## src/inc/pua_regs.svh

```systemverilog
// Constants for the power-up address and debug-enable block
`ifndef PUA_REGS_SVH
`define PUA_REGS_SVH

`define PUA_CLK_MHZ 40
`define PUA_INIT_TIME_US 20000
`define PUA_INIT_CYCLES (`PUA_INIT_TIME_US * `PUA_CLK_MHZ)
`define PUA_RESET_EXIT_US 1000
`define PUA_SETTLE_CYCLES 8'h40

// Converter codes of the nine bin edges, each 1.25 times the one before
`define PUA_THR0 12'h258
`define PUA_THR1 12'h2EE
`define PUA_THR2 12'h3AA
`define PUA_THR3 12'h494
`define PUA_THR4 12'h5B9
`define PUA_THR5 12'h727
`define PUA_THR6 12'h8F1
`define PUA_THR7 12'hB2D
`define PUA_THR8 12'hDF8
`define PUA_FIRST_BIN 4'h3

`define PUA_ADDR_MULT 8'h0C
`define PUA_ADDR_MAX 8'h7F
`define PUA_ADDR_FALLBACK 7'h7E
`define PUA_SHARED_PINS 4
`define PUA_CLK_DROP_SLOT 4'h9

`endif

```

## src/inc/pua_pkg.sv

```systemverilog
// Types shared by the power-up address and debug-enable block
package pua_pkg;
  typedef enum logic [2:0] {
    ST_HOLD,
    ST_BIAS_UP,
    ST_CONV_UP,
    ST_BIAS_LO,
    ST_CONV_LO,
    ST_DECIDE,
    ST_WAIT_INIT,
    ST_RUN
  } pua_state_type;

  typedef struct packed {
    logic [2:0] rst_sync;
    logic pin_level;
    pua_state_type st;
    logic [19:0] init_cnt;
    logic [7:0] settle_cnt;
    logic adc_start;
    logic [3:0] bin_upper;
    logic bad_upper;
    logic [3:0] bin_lower;
    logic bad_lower;
    logic [6:0] address;
    logic fallback;
    logic jtag_en;
    logic [3:0] clk_div;
  } pua_regs_type;
endpackage

```

## src/inc/pua_bin_if.sv

```systemverilog
// Carrier between the sequencer and the bin classifier
interface pua_bin_if;
  logic [11:0] code;
  logic [3:0] bin;
  logic short_hit;
  logic open_hit;
  modport classifier (input code, output bin, output short_hit, output open_hit);
  modport user (output code, input bin, input short_hit, input open_hit);
endinterface

```

## src/rtl/pua_bin.sv

```systemverilog
// Classifies a converted address pin voltage into its address bin
`include "pua_regs.svh"
module pua_bin (
  pua_bin_if.classifier bif
);
  localparam int NTHR = 9;
  localparam logic [11:0] THR [0:NTHR-1] = '{`PUA_THR0, `PUA_THR1, `PUA_THR2, `PUA_THR3,
    `PUA_THR4, `PUA_THR5, `PUA_THR6, `PUA_THR7, `PUA_THR8};

  logic [NTHR-1:0] above;

  genvar i;
  generate
    for (i = 0; i < NTHR; i++)
    begin : g_edge
      assign above[i] = (bif.code >= THR[i]);
    end
  endgenerate

  // Edges are monotonic, so the count of edges passed is the bin offset
  always_comb
  begin
    logic [3:0] cnt;
    cnt = 4'h0;
    for (int k = 0; k < NTHR; k++)
    begin
      cnt = cnt + {3'h0, above[k]};
    end
    bif.bin = `PUA_FIRST_BIN + cnt;
    bif.short_hit = ~above[0];
    bif.open_hit = above[NTHR-1];
  end
endmodule // pua_bin

```

## src/rtl/pua_powerup.sv

```systemverilog
// Power-up initialization, strap address decode and debug port enable
`include "pua_regs.svh"
module pua_powerup #(
  parameter logic [19:0] INIT_CYCLES = 20'(`PUA_INIT_CYCLES)
) (
  input wire logic mclk,
  input wire logic rstn,
  input wire logic ext_reset_n,
  input wire logic flash_blank,
  output logic upper_bias_en,
  output logic lower_bias_en,
  output logic adc_start,
  output logic adc_sel_upper,
  input wire logic adc_done,
  input wire logic [11:0] adc_code,
  output logic [6:0] bus_address,
  output logic address_fallback,
  output logic address_valid,
  output logic jtag_enable,
  output logic boundary_scan_en,
  output logic [`PUA_SHARED_PINS-1:0] shared_pin_gpio_release,
  output logic sys_clk_en,
  output logic fast_pulse_width_output_hold_low,
  output logic pins_float,
  output logic init_done
);
  pua_pkg::pua_regs_type s_reg;
  pua_pkg::pua_regs_type s_next;
  logic in_run;
  logic port_off;

  pua_bin_if bif ();

  pua_bin u_bin (
    .bif(bif)
  );

  assign bif.code = adc_code;

  function automatic logic [7:0] pua_addr(input logic [3:0] hi, input logic [3:0] lo);
    pua_addr = 8'({4'h0, hi} * `PUA_ADDR_MULT) + {4'h0, lo};
  endfunction

  // Init time runs from the first bias step and stops in run, so a long run cannot wrap it
  function automatic logic pua_counting(input pua_pkg::pua_state_type st);
    pua_counting = (st != pua_pkg::ST_HOLD) && (st != pua_pkg::ST_RUN);
  endfunction

  // Bias stays on through the conversion so the pin holds its level while sampled
  function automatic logic pua_bias_on(input pua_pkg::pua_state_type st, input logic upper);
    if (upper)
    begin
      pua_bias_on = (st == pua_pkg::ST_BIAS_UP) || (st == pua_pkg::ST_CONV_UP);
    end
    else
    begin
      pua_bias_on = (st == pua_pkg::ST_BIAS_LO) || (st == pua_pkg::ST_CONV_LO);
    end
  endfunction

  always_comb
  begin
    logic [7:0] raw;
    logic bad;
    raw = pua_addr(s_reg.bin_upper, s_reg.bin_lower);
    bad = s_reg.bad_upper | s_reg.bad_lower | (raw > `PUA_ADDR_MAX);
    s_next = s_reg;
    s_next.adc_start = 1'b0;
    s_next.rst_sync = {s_reg.rst_sync[1:0], ext_reset_n};
    // A change counts only once the last two stages agree
    if (s_reg.rst_sync[1] == s_reg.rst_sync[2])
    begin
      s_next.pin_level = s_reg.rst_sync[2];
    end
    // Slot drop gives 9 enables in 10 cycles while debugging
    if (s_reg.clk_div == `PUA_CLK_DROP_SLOT)
    begin
      s_next.clk_div = 4'h0;
    end
    else
    begin
      s_next.clk_div = s_reg.clk_div + 4'h1;
    end
    if (pua_counting(s_reg.st) && s_reg.init_cnt != INIT_CYCLES)
    begin
      s_next.init_cnt = s_reg.init_cnt + 20'h1;
    end
    case (s_reg.st)
      pua_pkg::ST_HOLD:
      begin
        s_next.init_cnt = 20'h0;
        s_next.settle_cnt = 8'h0;
        if (s_reg.pin_level)
        begin
          s_next.st = pua_pkg::ST_BIAS_UP;
        end
      end
      pua_pkg::ST_BIAS_UP:
      begin
        s_next.settle_cnt = s_reg.settle_cnt + 8'h1;
        if (s_reg.settle_cnt == `PUA_SETTLE_CYCLES)
        begin
          s_next.settle_cnt = 8'h0;
          s_next.adc_start = 1'b1;
          s_next.st = pua_pkg::ST_CONV_UP;
        end
      end
      pua_pkg::ST_CONV_UP:
      begin
        if (adc_done)
        begin
          s_next.bin_upper = bif.bin;
          s_next.bad_upper = bif.short_hit | bif.open_hit;
          s_next.st = pua_pkg::ST_BIAS_LO;
        end
      end
      pua_pkg::ST_BIAS_LO:
      begin
        s_next.settle_cnt = s_reg.settle_cnt + 8'h1;
        if (s_reg.settle_cnt == `PUA_SETTLE_CYCLES)
        begin
          s_next.settle_cnt = 8'h0;
          s_next.adc_start = 1'b1;
          s_next.st = pua_pkg::ST_CONV_LO;
        end
      end
      pua_pkg::ST_CONV_LO:
      begin
        if (adc_done)
        begin
          s_next.bin_lower = bif.bin;
          s_next.bad_lower = bif.short_hit | bif.open_hit;
          s_next.st = pua_pkg::ST_DECIDE;
        end
      end
      pua_pkg::ST_DECIDE:
      begin
        // Only decision point; values then stay until the next reset
        s_next.fallback = bad;
        s_next.address = bad ? `PUA_ADDR_FALLBACK : raw[6:0];
        s_next.jtag_en = bad | flash_blank;
        s_next.st = pua_pkg::ST_WAIT_INIT;
      end
      pua_pkg::ST_WAIT_INIT:
      begin
        if (s_reg.init_cnt == INIT_CYCLES)
        begin
          s_next.st = pua_pkg::ST_RUN;
        end
      end
      pua_pkg::ST_RUN:
      begin
        s_next.init_cnt = s_reg.init_cnt;
      end
      default:
      begin
        s_next.st = pua_pkg::ST_HOLD;
      end
    endcase
    // Pin reset beats every state and clears the latched decision
    if (!s_reg.pin_level)
    begin
      s_next.st = pua_pkg::ST_HOLD;
      s_next.jtag_en = 1'b0;
      s_next.fallback = 1'b0;
      s_next.address = 7'h00;
      s_next.adc_start = 1'b0;
    end
  end

  always_ff @(posedge mclk or negedge rstn)
  begin
    if (!rstn)
    begin
      s_reg.rst_sync <= 3'h0;
      s_reg.pin_level <= 1'b0;
      s_reg.st <= pua_pkg::ST_HOLD;
      s_reg.init_cnt <= 20'h0;
      s_reg.settle_cnt <= 8'h0;
      s_reg.adc_start <= 1'b0;
      s_reg.bin_upper <= 4'h0;
      s_reg.bad_upper <= 1'b0;
      s_reg.bin_lower <= 4'h0;
      s_reg.bad_lower <= 1'b0;
      s_reg.address <= 7'h00;
      s_reg.fallback <= 1'b0;
      s_reg.jtag_en <= 1'b0;
      s_reg.clk_div <= 4'h0;
    end
    else
    begin
      s_reg <= s_next;
    end
  end

  assign upper_bias_en = pua_bias_on(s_reg.st, 1'b1);
  assign lower_bias_en = pua_bias_on(s_reg.st, 1'b0);
  assign adc_start = s_reg.adc_start;
  assign adc_sel_upper = upper_bias_en;
  assign bus_address = s_reg.address;
  assign address_fallback = s_reg.fallback;
  assign in_run = (s_reg.st == pua_pkg::ST_RUN);
  assign port_off = !s_reg.jtag_en;
  assign address_valid = (s_reg.st == pua_pkg::ST_WAIT_INIT) || in_run;
  assign jtag_enable = s_reg.jtag_en;
  // Programming access only; no scan chain is built into this device
  assign boundary_scan_en = 1'b0;
  assign init_done = in_run;
  // Shared pins are handed to general I/O only in run with the port off
  genvar p;
  generate
    for (p = 0; p < `PUA_SHARED_PINS; p++)
    begin : g_shared
      assign shared_pin_gpio_release[p] = in_run && port_off;
    end
  endgenerate
  // Dropping one enable in ten slows every rate derived from it by the same tenth
  assign sys_clk_en = !(s_reg.jtag_en && s_reg.clk_div == `PUA_CLK_DROP_SLOT);
  assign fast_pulse_width_output_hold_low = !init_done;
  assign pins_float = !init_done;
endmodule // pua_powerup

```

## config.mk

```make
export PLATFORM = sky130hd
export DESIGN_NAME = pua_powerup
export DESIGN_NICKNAME = d
export VERILOG_FILES = /design/src/inc/pua_pkg.sv /design/src/inc/pua_bin_if.sv /design/src/rtl/pua_bin.sv /design/src/rtl/pua_powerup.sv
export VERILOG_INCLUDE_DIRS = /design/src /design/src/inc
export SDC_FILE = /design/constraint.sdc
export NUM_CORES = 1
export LEC_CHECK = 0
export ABC_AREA = 0
export CELL_PAD_IN_SITES_DETAIL_PLACEMENT = 1
export CELL_PAD_IN_SITES_GLOBAL_PLACEMENT = 2
export CORE_MARGIN = 2
export CORE_UTILIZATION = 35
export CTS_CLUSTER_SIZE = 30
export DETAILED_ROUTE_END_ITERATION = 10
export DONT_BUFFER_PORTS = 1
export PLACE_DENSITY = 0.83
export SYNTH_ARGS = -nofsm -noshare
export SYNTH_HDL_FRONTEND = slang
export SYNTH_SLANG_ARGS = --single-unit
```

## constraint.sdc

```tcl
create_clock -name mclk -period 2.2 [get_ports mclk]
set_input_delay 0.44 -clock mclk [delete_from_list [all_inputs] [get_ports mclk]]
set_output_delay 0.44 -clock mclk [all_outputs]
set_load 0.01 [all_outputs]
```

### Word-level counts from Yosys, hierarchy flattened

Cells that the tools add are included.

* reduce and logical (&&, ||, !) cells: 19
* multiply operators: 1
* mux-type cells: 17
* bitwise logic cells: 6
* order comparisons: 10
* eq/ne operators: 20
* add/sub/neg operators: 13

Operators by type and width (count)
* $pmux 20 s2: 1
* $ge 12x10->1 const B: 3
* $ge 12x11->1 const B: 3
* $ge 12x12->1 const B: 3
* $add 4x1->4: 7
* $mux 9: 3
* $pmux 3 s7: 1
* $add 20x1->20 const B: 1
* $eq 20x20->1 const B: 1
* $mux 20: 1
* $ne 20x20->1 const B: 1
* $mux 3: 6
* $ne 3x3->1 const B: 6
* $pmux 8 s2: 1
* $eq 3x3->1 const B: 4
* $add 8x1->8 const B: 1
* $add 8x4->8: 1
* $eq 8x7->1 const B: 1
* $gt 8x7->1 const B: 1
* $ne 8x1->1 const B: 1
* $mux 7: 1
* $eq 3x2->1 const B: 2
* $mul 4x2->6 const B: 1
* $reduce_and 2->1: 3
* other kinds (19): 32

* logic and storage cells: 100
* bits of input ports: 17
* register bits: 59
* output and inout bits: 23

### Logic depth before layout (Yosys ltp)

Gate-level depths: netlist of the first run.

* word-level depth: 10
* mapped depth: 18
* depth with buffers taken out: 17

### By module

From an unflattened synthesis of the first run, not the netlist that was laid out.

* cell total of the unflattened synthesis: 404
* area, all modules: 3906.2 um2

By module, submodules not included
* pua_powerup: times used 1, sequential area each 1476.4 um2, area each 3347.0 um2, cells each 330
* pua_bin: times used 1, sequential area each 0.0 um2, area each 559.3 um2, cells each 74

### Worst setup path after synthesis of the first run

Ideal clock, no wire load.

* path type: in2reg
* from: input port adc_code[3]
* to: register s_reg[20] (netlist name)
* library setup time: 125 ps
* arrival time: 3939 ps
* slack: -1864 ps
* buffers on the path: 1
* data required time: 2075 ps
* stages on the path: 16
* cells stage by stage: clkbuf_1 > a21oi_1 > nor2b_1 > o31ai_1 > nand2_1 > ha_1 > inv_1 > ha_1 > inv_1 > fa_1 > fa_1 > inv_1 > fa_1 > inv_1 > fa_1 > mux2_2

* cells in the longest elaborated chain, start to end: 10
* elaborated cells on any way between the ends: 18
* classes of those cells: 9 x add/sub; 9 x order compare

RTL lines
* start: declaration: line pua_powerup.sv:15 `input wire logic [11:0] adc_code,`
* $ge 12x10->1: line pua_bin.sv:16 `assign above[i] = (bif.code >= THR[i]);`
* $add 1x1->2: line pua_bin.sv:27 `cnt = cnt + {3'h0, above[k]};`
* $add 4x1->4 (6 in a row): line pua_bin.sv:27
* $add 4x1->4 (*): line pua_bin.sv:27
* $add 2x4->4 (no line) (*)
* net bif.bin[1]: line pua_bin_if.sv:4 `logic [3:0] bin;`
* end signal: assignment: line pua_powerup.sv:192 `s_reg <= s_next;`
* end: declaration: line pua_powerup.sv:27 `pua_pkg::pua_regs_type s_reg;`

The timed path passes the listed nets; every way through them passes the cells marked *.
A chain may end at the register's enable or synchronous reset.

### Worst setup path after layout of the first run

* from: input port adc_code[4]
* to: register s_reg[20] (netlist name)

Same word-level chain as after synthesis.

==> results.md, run 1 <==
Route:
- The average wire per cell in the routed design is between 15 and 20 um.
- The overall via count from detail_route is between 2000 and 3000.
- The first detailed-routing pass ran for 4 iterations.
- The final routed DRC violation total is 0.
- After the first detailed-routing iteration, the DRC count stood at 120.
- The final antenna-violating net count is 0.
- Using the TritonRoute via totals, the vias-per-cell ratio works out to roughly 5.3.
- The total length of routed wires is about 9500 um.

Synthesis:
- The netlist area before placement is 3620 um2.
- The synthesized design spends more area on one cell type than any other, namely dfrtp_1.
- The number of nets handed over by synthesis was 433.
- For this run, the leading register cell type out of synthesis is dfrtp_1.
- Synthesis handed over a netlist of roughly 400 instances.
- The average cell area after synthesis is just over 9 um2.
- Yosys mapped the design onto 62 distinct sky130hd cell types.
- Counting flops and latches in the post-synthesis netlist gives 59.
- Yosys attributes the largest share of cell area to dfrtp_1 (41%), ha_1 (5.9%), o21ai_0 (5.5%).
- Yosys printed 0 warnings.
- Yosys mapped a number of flops with a built-in enable equal to 0.
- The share of synthesized area occupied by flip-flops and latches is 40.7%.
- The top cell type by area accounts for 40.7% of the synthesized area.
- Of all flip-flops after synthesis, the portion carrying an async set or reset was between 90% and 100%.

Placement:
- The port buffer count is 0.
- The half-perimeter wire length of the detailed placement result is roughly 6300 um.
- The placement-stage cell area is between 3000 and 4000 um2.
- The global placement routability congestion is just under 0.8.
- The pre-CTS setup slack is -1700 ps.

Final layout:
- The number of nets in the layout is 463.
- The flip-flop count of the largest register after layout is 47.
- The number of fillers in the final layout is about 1200.
- The post-synthesis to final-layout area growth is 22.1%.
- The number of antenna cells inserted is 0.
- The design area is ~4400 um2.
- In the final layout, the multi-input gates occupy roughly 2100 um2.
- Of the cells placed in the final design, the portion with a size suffix greater than 1 is about a quarter.
- The sequential cells in the finished layout cover a total of around 1500 um2.

Power and ir drop:
- The power density over cell area is a little over 600 nW/um2.
- Of the total power, combinational logic draws 16.4%.
- The reported net switching power is between 0.0007 and 0.0008 W.
- The internal portion of the total power is approximately 0.0020 W.
- The clock network fraction of total power is 42.3%.
- The leakage component of the power is roughly 2.0 nW.
- The sequential fraction of design power is 41.3%.
- The peak ir drop on the vdd network is ~230 uV.
- The switching power share of the total is about a quarter.

Global routing:
- The pin count of the biggest net entering global routing is 60.
- The first-pass GRT wire length is 15600 um.
- The number of global-route vias before repair is ~3200.
- The number of antenna violations at the first check in global routing was 0.
- After global routing the overflow that remains totals 0.
- For this run, the total global-route usage over all layers was measured as between 10% and 20%.

Worst setup path:
- The most frequent cell on the critical path is inv_2.
- STA classifies the critical path endpoint as a register.
- In this run the worst path has a maximum fanout of 9.
- The data arrival time of the critical path is approximately 3700 ps.
- On the critical path the largest part of the delay comes from adder cells.
- The longest individual stage delay on the worst path is 510 ps.
- The signal on the critical path passes through a21oi_2 > nor2b_1 > o31ai_2 > nand2_1 > ha_4 > inv_2 > ha_4 > inv_2 > fa_1 > fa_1 > inv_1 > fa_2 > inv_2 > fa_2 > mux2_2.
- The required time reported for the critical path endpoint is between 2000 and 2500 ps.
- The type of element launching the critical path is an input pin.
- The critical path contains buffers and inverters numbering 4 combined.
- The slowest stage of the critical path is the fa_1 cell.
- By startpoint and endpoint, the worst setup path is classified as input pin to register.

Timing:
- Between clock sinks in the finished design, the worst skew comes to between 10 and 15 ps.
- The achievable frequency is 286 MHz.
- At the pin with the least slew margin, the transition time is around 650 ps.
- Setup repair after global routing could not meet its margin everywhere.
- In this run the tightest slew margin relative to its limit is a little under three fifths.
- The worst setup slack after layout is -1300 ps.
- Dividing the final minimum period by the clock period gives 159%.
- The final setup violation count is 17.
- The count of final max-slew check failures came to 0.
- The time the final worst path needs with I/O delays and setup is approximately 3500 ps.
- The hold violation total from the final report was 0.
- Summed over all failing endpoints, the final setup total negative slack is -11230 ps.

Floorplan:
- The die span in y is roughly 110 um.
- Once the floorplan was initialized, standard cells occupied around 36% of the core.
- The die covers ~11000 um2.
- The area of the placeable core is slightly above 10000 um2.
- The I/O pin total is 40.
- The horizontal extent of the die is roughly 110 um.
- The placement row count is 37.

Status:
- The flow ran to the end, but the final reports show violations.
- The checks that failed: negative setup slack.

Worst hold path:
- The class of the worst hold path is input pin to register.

CTS:
- Clock latency on the worst-skew pair, taken at its later pin, is 350 ps.
- The H-tree depth is 3.
- The clock drives 59 sinks.
- In this run the deepest clock path goes through 2 buffers.
- The clock root buffer is clkbuf_8.
- The clock input transition at the sequential cells of the worst setup and hold paths is approximately 60 ps.
- The total CTS buffers is 9.
- The clock tree from TritonCTS is built.

Flow run:
- The tool flagged a number of max-cap violations equal to 0.
[cells by family (layout without fill, tap and decap cells)]
kind of cell / Yosys count / in the layout / synth area share (%)
mux: 4 / 4 / 1.21
other cells: 1 / 1 / 0.103
flops: 59 / 59 / 40.7
xor+xnor: 24 / 24 / 5.80
compound gates: 89 / 89 / 15.8
fa+ha+maj: 24 / 24 / 9.46
buf+inv: 54 / 89 / 6.94
simple gates: 138 / 138 / 20.0
[area by class of cell]
type                            count  area share [%]
Inverter                           28            2.37
Sequential cell                    59            33.4
Clock buffer                       12            3.50
Timing Repair Buffer               45            8.48
Tap cell                          136            3.84
Multi-Input combinational cell    280            46.8
Clock inverter                      4            1.64
[worst register-to-register path: stages (launching register included)]
cell and delay (ps):
dfrtp_1 410, buf_6 130, inv_1 50, fa_2 410
xnor2_2 150, or3_4 370, or4_4 440, a21oi_4 220
buf_6 150, o21ai_1 60
[placed cells by master, fill, tap and decap left out, types with 4 or more instances in the layout]
master	count
a21oi_1	9
a22oi_1	4
and3_1	6
buf_4	39
buf_6	4
clkbuf_8	11
dfrtp_1	59
fa_2	4
ha_1	14
inv_1	24
inv_2	4
nand2_1	39
nand3_1	13
nand4_1	8
nor2_1	31
nor2b_1	7
nor3_1	4
o21ai_0	26
o21ai_1	8
o21ai_2	7
xnor2_1	6
xor2_1	15
[final timing paths]
kind | start | to | slack, ps | cells after the start
setup / recovery | adc_code[4] | s_reg[20] | -1300 | 15
hold / removal | ext_reset_n | s_next[57] | 130 | 0
setup reg to reg | s_reg[20] | jtag_enable | -310 | 9
hold reg to reg | s_next[57] | s_next[58] | 350 | 0
max in group asynchronous | rstn | s_reg[18] | 1310 | 2
min in group asynchronous | rstn | s_reg[36] | 620 | 2
[metal layers]
| layer | global-route usage [%] | vias to the layer above | wire length, um | share of wire, % |
|---|---|---|---|---|
| li1 | - | 1421 | - | - |
| met1 | 20.7 | 1493 | 4010 | 42 |
| met2 | 31.3 | 52 | 5010 | 53 |
| met3 | 4.39 | 9 | 344 | 3.6 |
| met4 | 6.48 | 0 | 131 | 1.4 |
| met5 | 0 | - | 0 | 0 |
[Yosys cell counts (all sizes together) (3+ instances only)]
cell type	number
nor2b	8
o21a	3
nand2	39
mux2	3
a41o	3
xor2	15
xnor2	9
o21ai	41
and3	7
a21o	3
a31oi	4
or3	4
fa	6
o31ai	3
nor4b	3
nor2	31
a21oi	12
ha	17
a22oi	4
buf	15
dfrtp	59
clkbuf	11
nand4	8
nand2b	3
nand3	13
and4	3
inv	28
nor3	5
[power by group through the flow]
stage / Clock, W / Combinational, W / Sequential, W
after detailed placement: 0 / 0.000353 / 0.00115
after floorplan: 0 / 0.000268 / 0.00114
after CTS: 0.00118 / 0.000450 / 0.00113
after global routing: 0.00124 / 0.000507 / 0.00113
final: 0.00116 / 0.000448 / 0.00113
after global placement: 0 / 0.000341 / 0.00115
[what timing repair did]
action / CTS / global route
gates resized for setup: 24 / 6
endpoints found under the setup margin: 17 / 17
hold endpoints to repair: 59 / 0
hold buffers: 2 / 0
buffers inserted: 7 / 4
pin swaps: 11 / 10
[stage by stage]
step | util [%] | total power (W) | cells | hold WS, ps
2_1_floorplan | - | 0.00141 | 393 | 144
3_3_place_gp | 38.7 | 0.00149 | 535 | 146
3_5_place_dp | 38.7 | 0.00150 | 535 | 146
4_1_cts | 42.8 | 0.00276 | 560 | 107
5_1_grt | 43.5 | 0.00288 | 564 | 103
6_report | 43.5 | 0.00273 | 564 | 126
Note: power is estimated with default switching activity, not from simulation.
==> run 2, diff against run 1 <==
MAX_ROUTING_LAYER = met4   (was unset)
==> run 2 against run 1 <==
Against the previous run:
- the flow still finishes with violations (negative setup slack)
- final area unchanged
- largest cell class unchanged
- hold slack got worse by 0.74 ps
- die area unchanged
- clock skew about the same
- via count increased by 0.17%
- core utilization unchanged
- sequential cell count unchanged
- first-iteration DRC count increased by 4.2%
- worst setup slack about the same
- power about the same
- non-clock buffer count unchanged
- highest routed layer unchanged
- wire length decreased by 0.11%
==> results.md, run 2 (synthesis results as in run 1) <==
Worst setup path:
- The highest fanout seen on the critical path is 9.
- The most frequent cell on the critical path is inv_2.
- The type of element launching the critical path is an input pin.
- For the worst setup path, the data arrival time is about 3700 ps.
- The worst setup path is captured at a register.
- The slowest stage of the critical path is the fa_1 cell.
- Traced cell by cell, the critical path runs through a21oi_2 > nor2b_1 > o31ai_2 > nand2_1 > ha_4 > inv_2 > ha_4 > inv_2 > fa_1 > fa_1 > inv_1 > fa_2 > inv_2 > fa_2 > mux2_2.
- Data on the critical path is required at its endpoint by around 2400 ps.
- Counting both buffers and inverters, the worst setup path holds a total of 4.
- On the worst path, the slowest cell contributes a delay of between 500 and 600 ps.
- The class of the most critical setup path is input pin to register.
- The cell family with the largest share of critical-path delay is adder cells.

Global routing:
- The number of antenna violations at the first check in global routing came to 0.
- The number of global-route vias before repair is about 3200.
- The first-pass GRT wire length is between 15000 and 20000 um.
- The pin count of the biggest net entering global routing is 60.
- Global routing consumed, over all layers together, between 10% and 20% of the routing resources.
- For this run the aggregate overflow at the end of global routing stands at 0.

Floorplan:
- The die covers about 11000 um2.
- The I/O pin total is 40.
- The initial core utilization is 35.6%.
- The die is 106 um wide.
- The area of the placeable core is between 10000 and 15000 um2.
- The placement row count is 37.
- The floorplan step set the die height to roughly 110 um.

Placement:
- OpenSTA, run right after detailed placement, puts the worst setup slack at -1700 ps.
- Port buffering added 0 buffers.
- The wire-length estimate of the detail-placed layout is approximately 6300 um.
- Routability-driven placement finished with a final weighted congestion of 0.787.

Worst hold path:
- In this run the worst hold path is classified as input pin to register.

Final layout:
- The final layout contains ~460 nets.
- The fraction of layout instances using a drive strength above 1 is between 20% and 30%.
- The footprint of the flip-flops and latches is approximately 1500 um2.
- The library cells used most frequently in the layout, excluding fill and tap cells, are dfrtp_1 (59), nand2_1 (39), buf_4 (39).
- The number of fillers in the final layout is 1172.
- The final core utilization is 43.5%.
- The repair_antennas step left the layout with diodes totalling 0.
- The flip-flop count of the largest register after layout is between 40 and 50.
- The multi-input combinational cells in the finished layout cover a total of roughly 2100 um2.
- The library cell used most frequently in the layout, excluding fill and tap cells, is dfrtp_1.
- Compared with the post-synthesis result, the final layout area differs by 22.1%.

Route:
- The number of DRC markers in iteration 0 is ~130.
- The total length of routed wires is about 9500 um.
- After detailed routing, the number of vias per cell comes to about 5.3.
- Before antenna repair, the detailed router went through 4 iterations.
- The routed layout has 2980 vias.
- After detailed routing, the number of remaining DRC violations is 0.
- In the final routed layout, each cell accounts on average for 16.8 um.
- The final antenna-violating net count is 0.

Timing:
- The worst slew margin relative to its limit is slightly below 60%.
- The count of final max-slew check failures was 0.
- The worst-case clock skew is roughly 11 ps.
- The hold violation total from the final report is 0.
- The time the final worst path needs with I/O delays and setup is between 3000 and 4000 ps.
- Across all hold checks on the routed design, the worst slack comes to around 130 ps.
- The final setup violation count is 17.
- The actual slew at the worst max-slew pin is around 630 ps.
- Setup repair after global routing could not meet its margin everywhere.
- The total negative slack is -11250 ps.
- The worst path uses 159% of the clock period.
- The achievable frequency is 286 MHz.
- Setup slack on the critical path of the routed design comes to -1300 ps.

CTS:
- In this run the number of H-tree levels came out at 3.
- Clock latency on the worst-skew pair, taken at its later pin, is roughly 350 ps.
- CTS placed an instance of clkbuf_8 at the clock tree root.
- Clock-pin slew was measured on the worst setup and hold paths at roughly 60 ps.
- TritonCTS built the clock tree.
- Clock tree synthesis found a total of just under 60 sinks.
- The number of buffers on the longest clock path is 2.
- The total CTS buffers is 9.

Power and ir drop:
- The design draws between 0.002 and 0.003 W.
- The sequential fraction of design power is between 40% and 50%.
- In this run switching power makes up a little over a quarter of total power.
- The clock network fraction of total power is 42.3%.
- The power density over cell area is between 600 and 700 nW/um2.
- For this design the static power due to leakage is just under 2 nW.
- The internal portion of the total power is 0.00202 W.
- In this run, the combinational gates consume between 15 and 20% of the power.
- In this run the power spent charging and discharging nets is 0.000715 W.
- VDD sags by at most approximately 230 uV.

Status:
- The run finished, with violations left.
- The final reports fail on negative setup slack.

Flow run:
- The count of maximum capacitance violations is 0.
==> run 2: cell counts in the layout (fill, tap and decap cells not counted) <==
No cell type changed its count.
==> run 2: routing by layer <==
layer | vias up | GRT usage, % | wire length (um)
met2 | 49 | 31.3 | 5020
met4 | 0 | 6.48 | 132
li1 | 1422 | - | -
met1 | 1500 | 20.7 | 3980
met5 | - | - | 0
met3 | 9 | 4.33 | 350
==> run 2: stage by stage <==
step                      std cells  cell area [um2]
after floorplan                 393             3700
after global placement          535             3940
after detailed placement        535             3940
after CTS                       560             4350
after global routing            564             4430
final                           564             4430
==> run 2: power groups by stage <==
stage          logic, W  registers, W  clock network [W]
4_1_cts        0.000450       0.00113            0.00118
2_1_floorplan  0.000268       0.00114                  0
5_1_grt        0.000507       0.00113            0.00124
3_5_place_dp   0.000353       0.00115                  0
3_3_place_gp   0.000341       0.00115                  0
6_report       0.000447       0.00113            0.00116
==> run 2: path summary, 6_finish.rpt <==
check,startpoint,endpoint,slack [ps],cells after the start
min,ext_reset_n,s_next[57],130,0
max,adc_code[4],s_reg[20],-1300,15
max reg2reg,s_reg[20],jtag_enable,-310,9
max in group asynchronous,rstn,s_reg[18],1310,2
min in group asynchronous,rstn,s_reg[36],610,2
min reg2reg,s_next[57],s_next[58],350,0
==> run 2: cell type report <==
| class | count | area share [%] |
|---|---|---|
| repair buffers | 45 | 8.48 |
| well taps | 136 | 3.84 |
| inverters | 28 | 2.37 |
| clock inverters | 4 | 1.64 |
| flip-flops and latches | 59 | 33.4 |
| multi-input cells | 280 | 46.8 |
| clock buffers | 12 | 3.50 |
==> run 2: repair_timing <==
item / CTS / global route
setup endpoints to repair: 17 / 17
gates resized for setup: 24 / 6
pin swaps: 11 / 10
hold endpoints to repair: 59 / 0
hold buffers: 2 / 0
setup buffers: 7 / 4
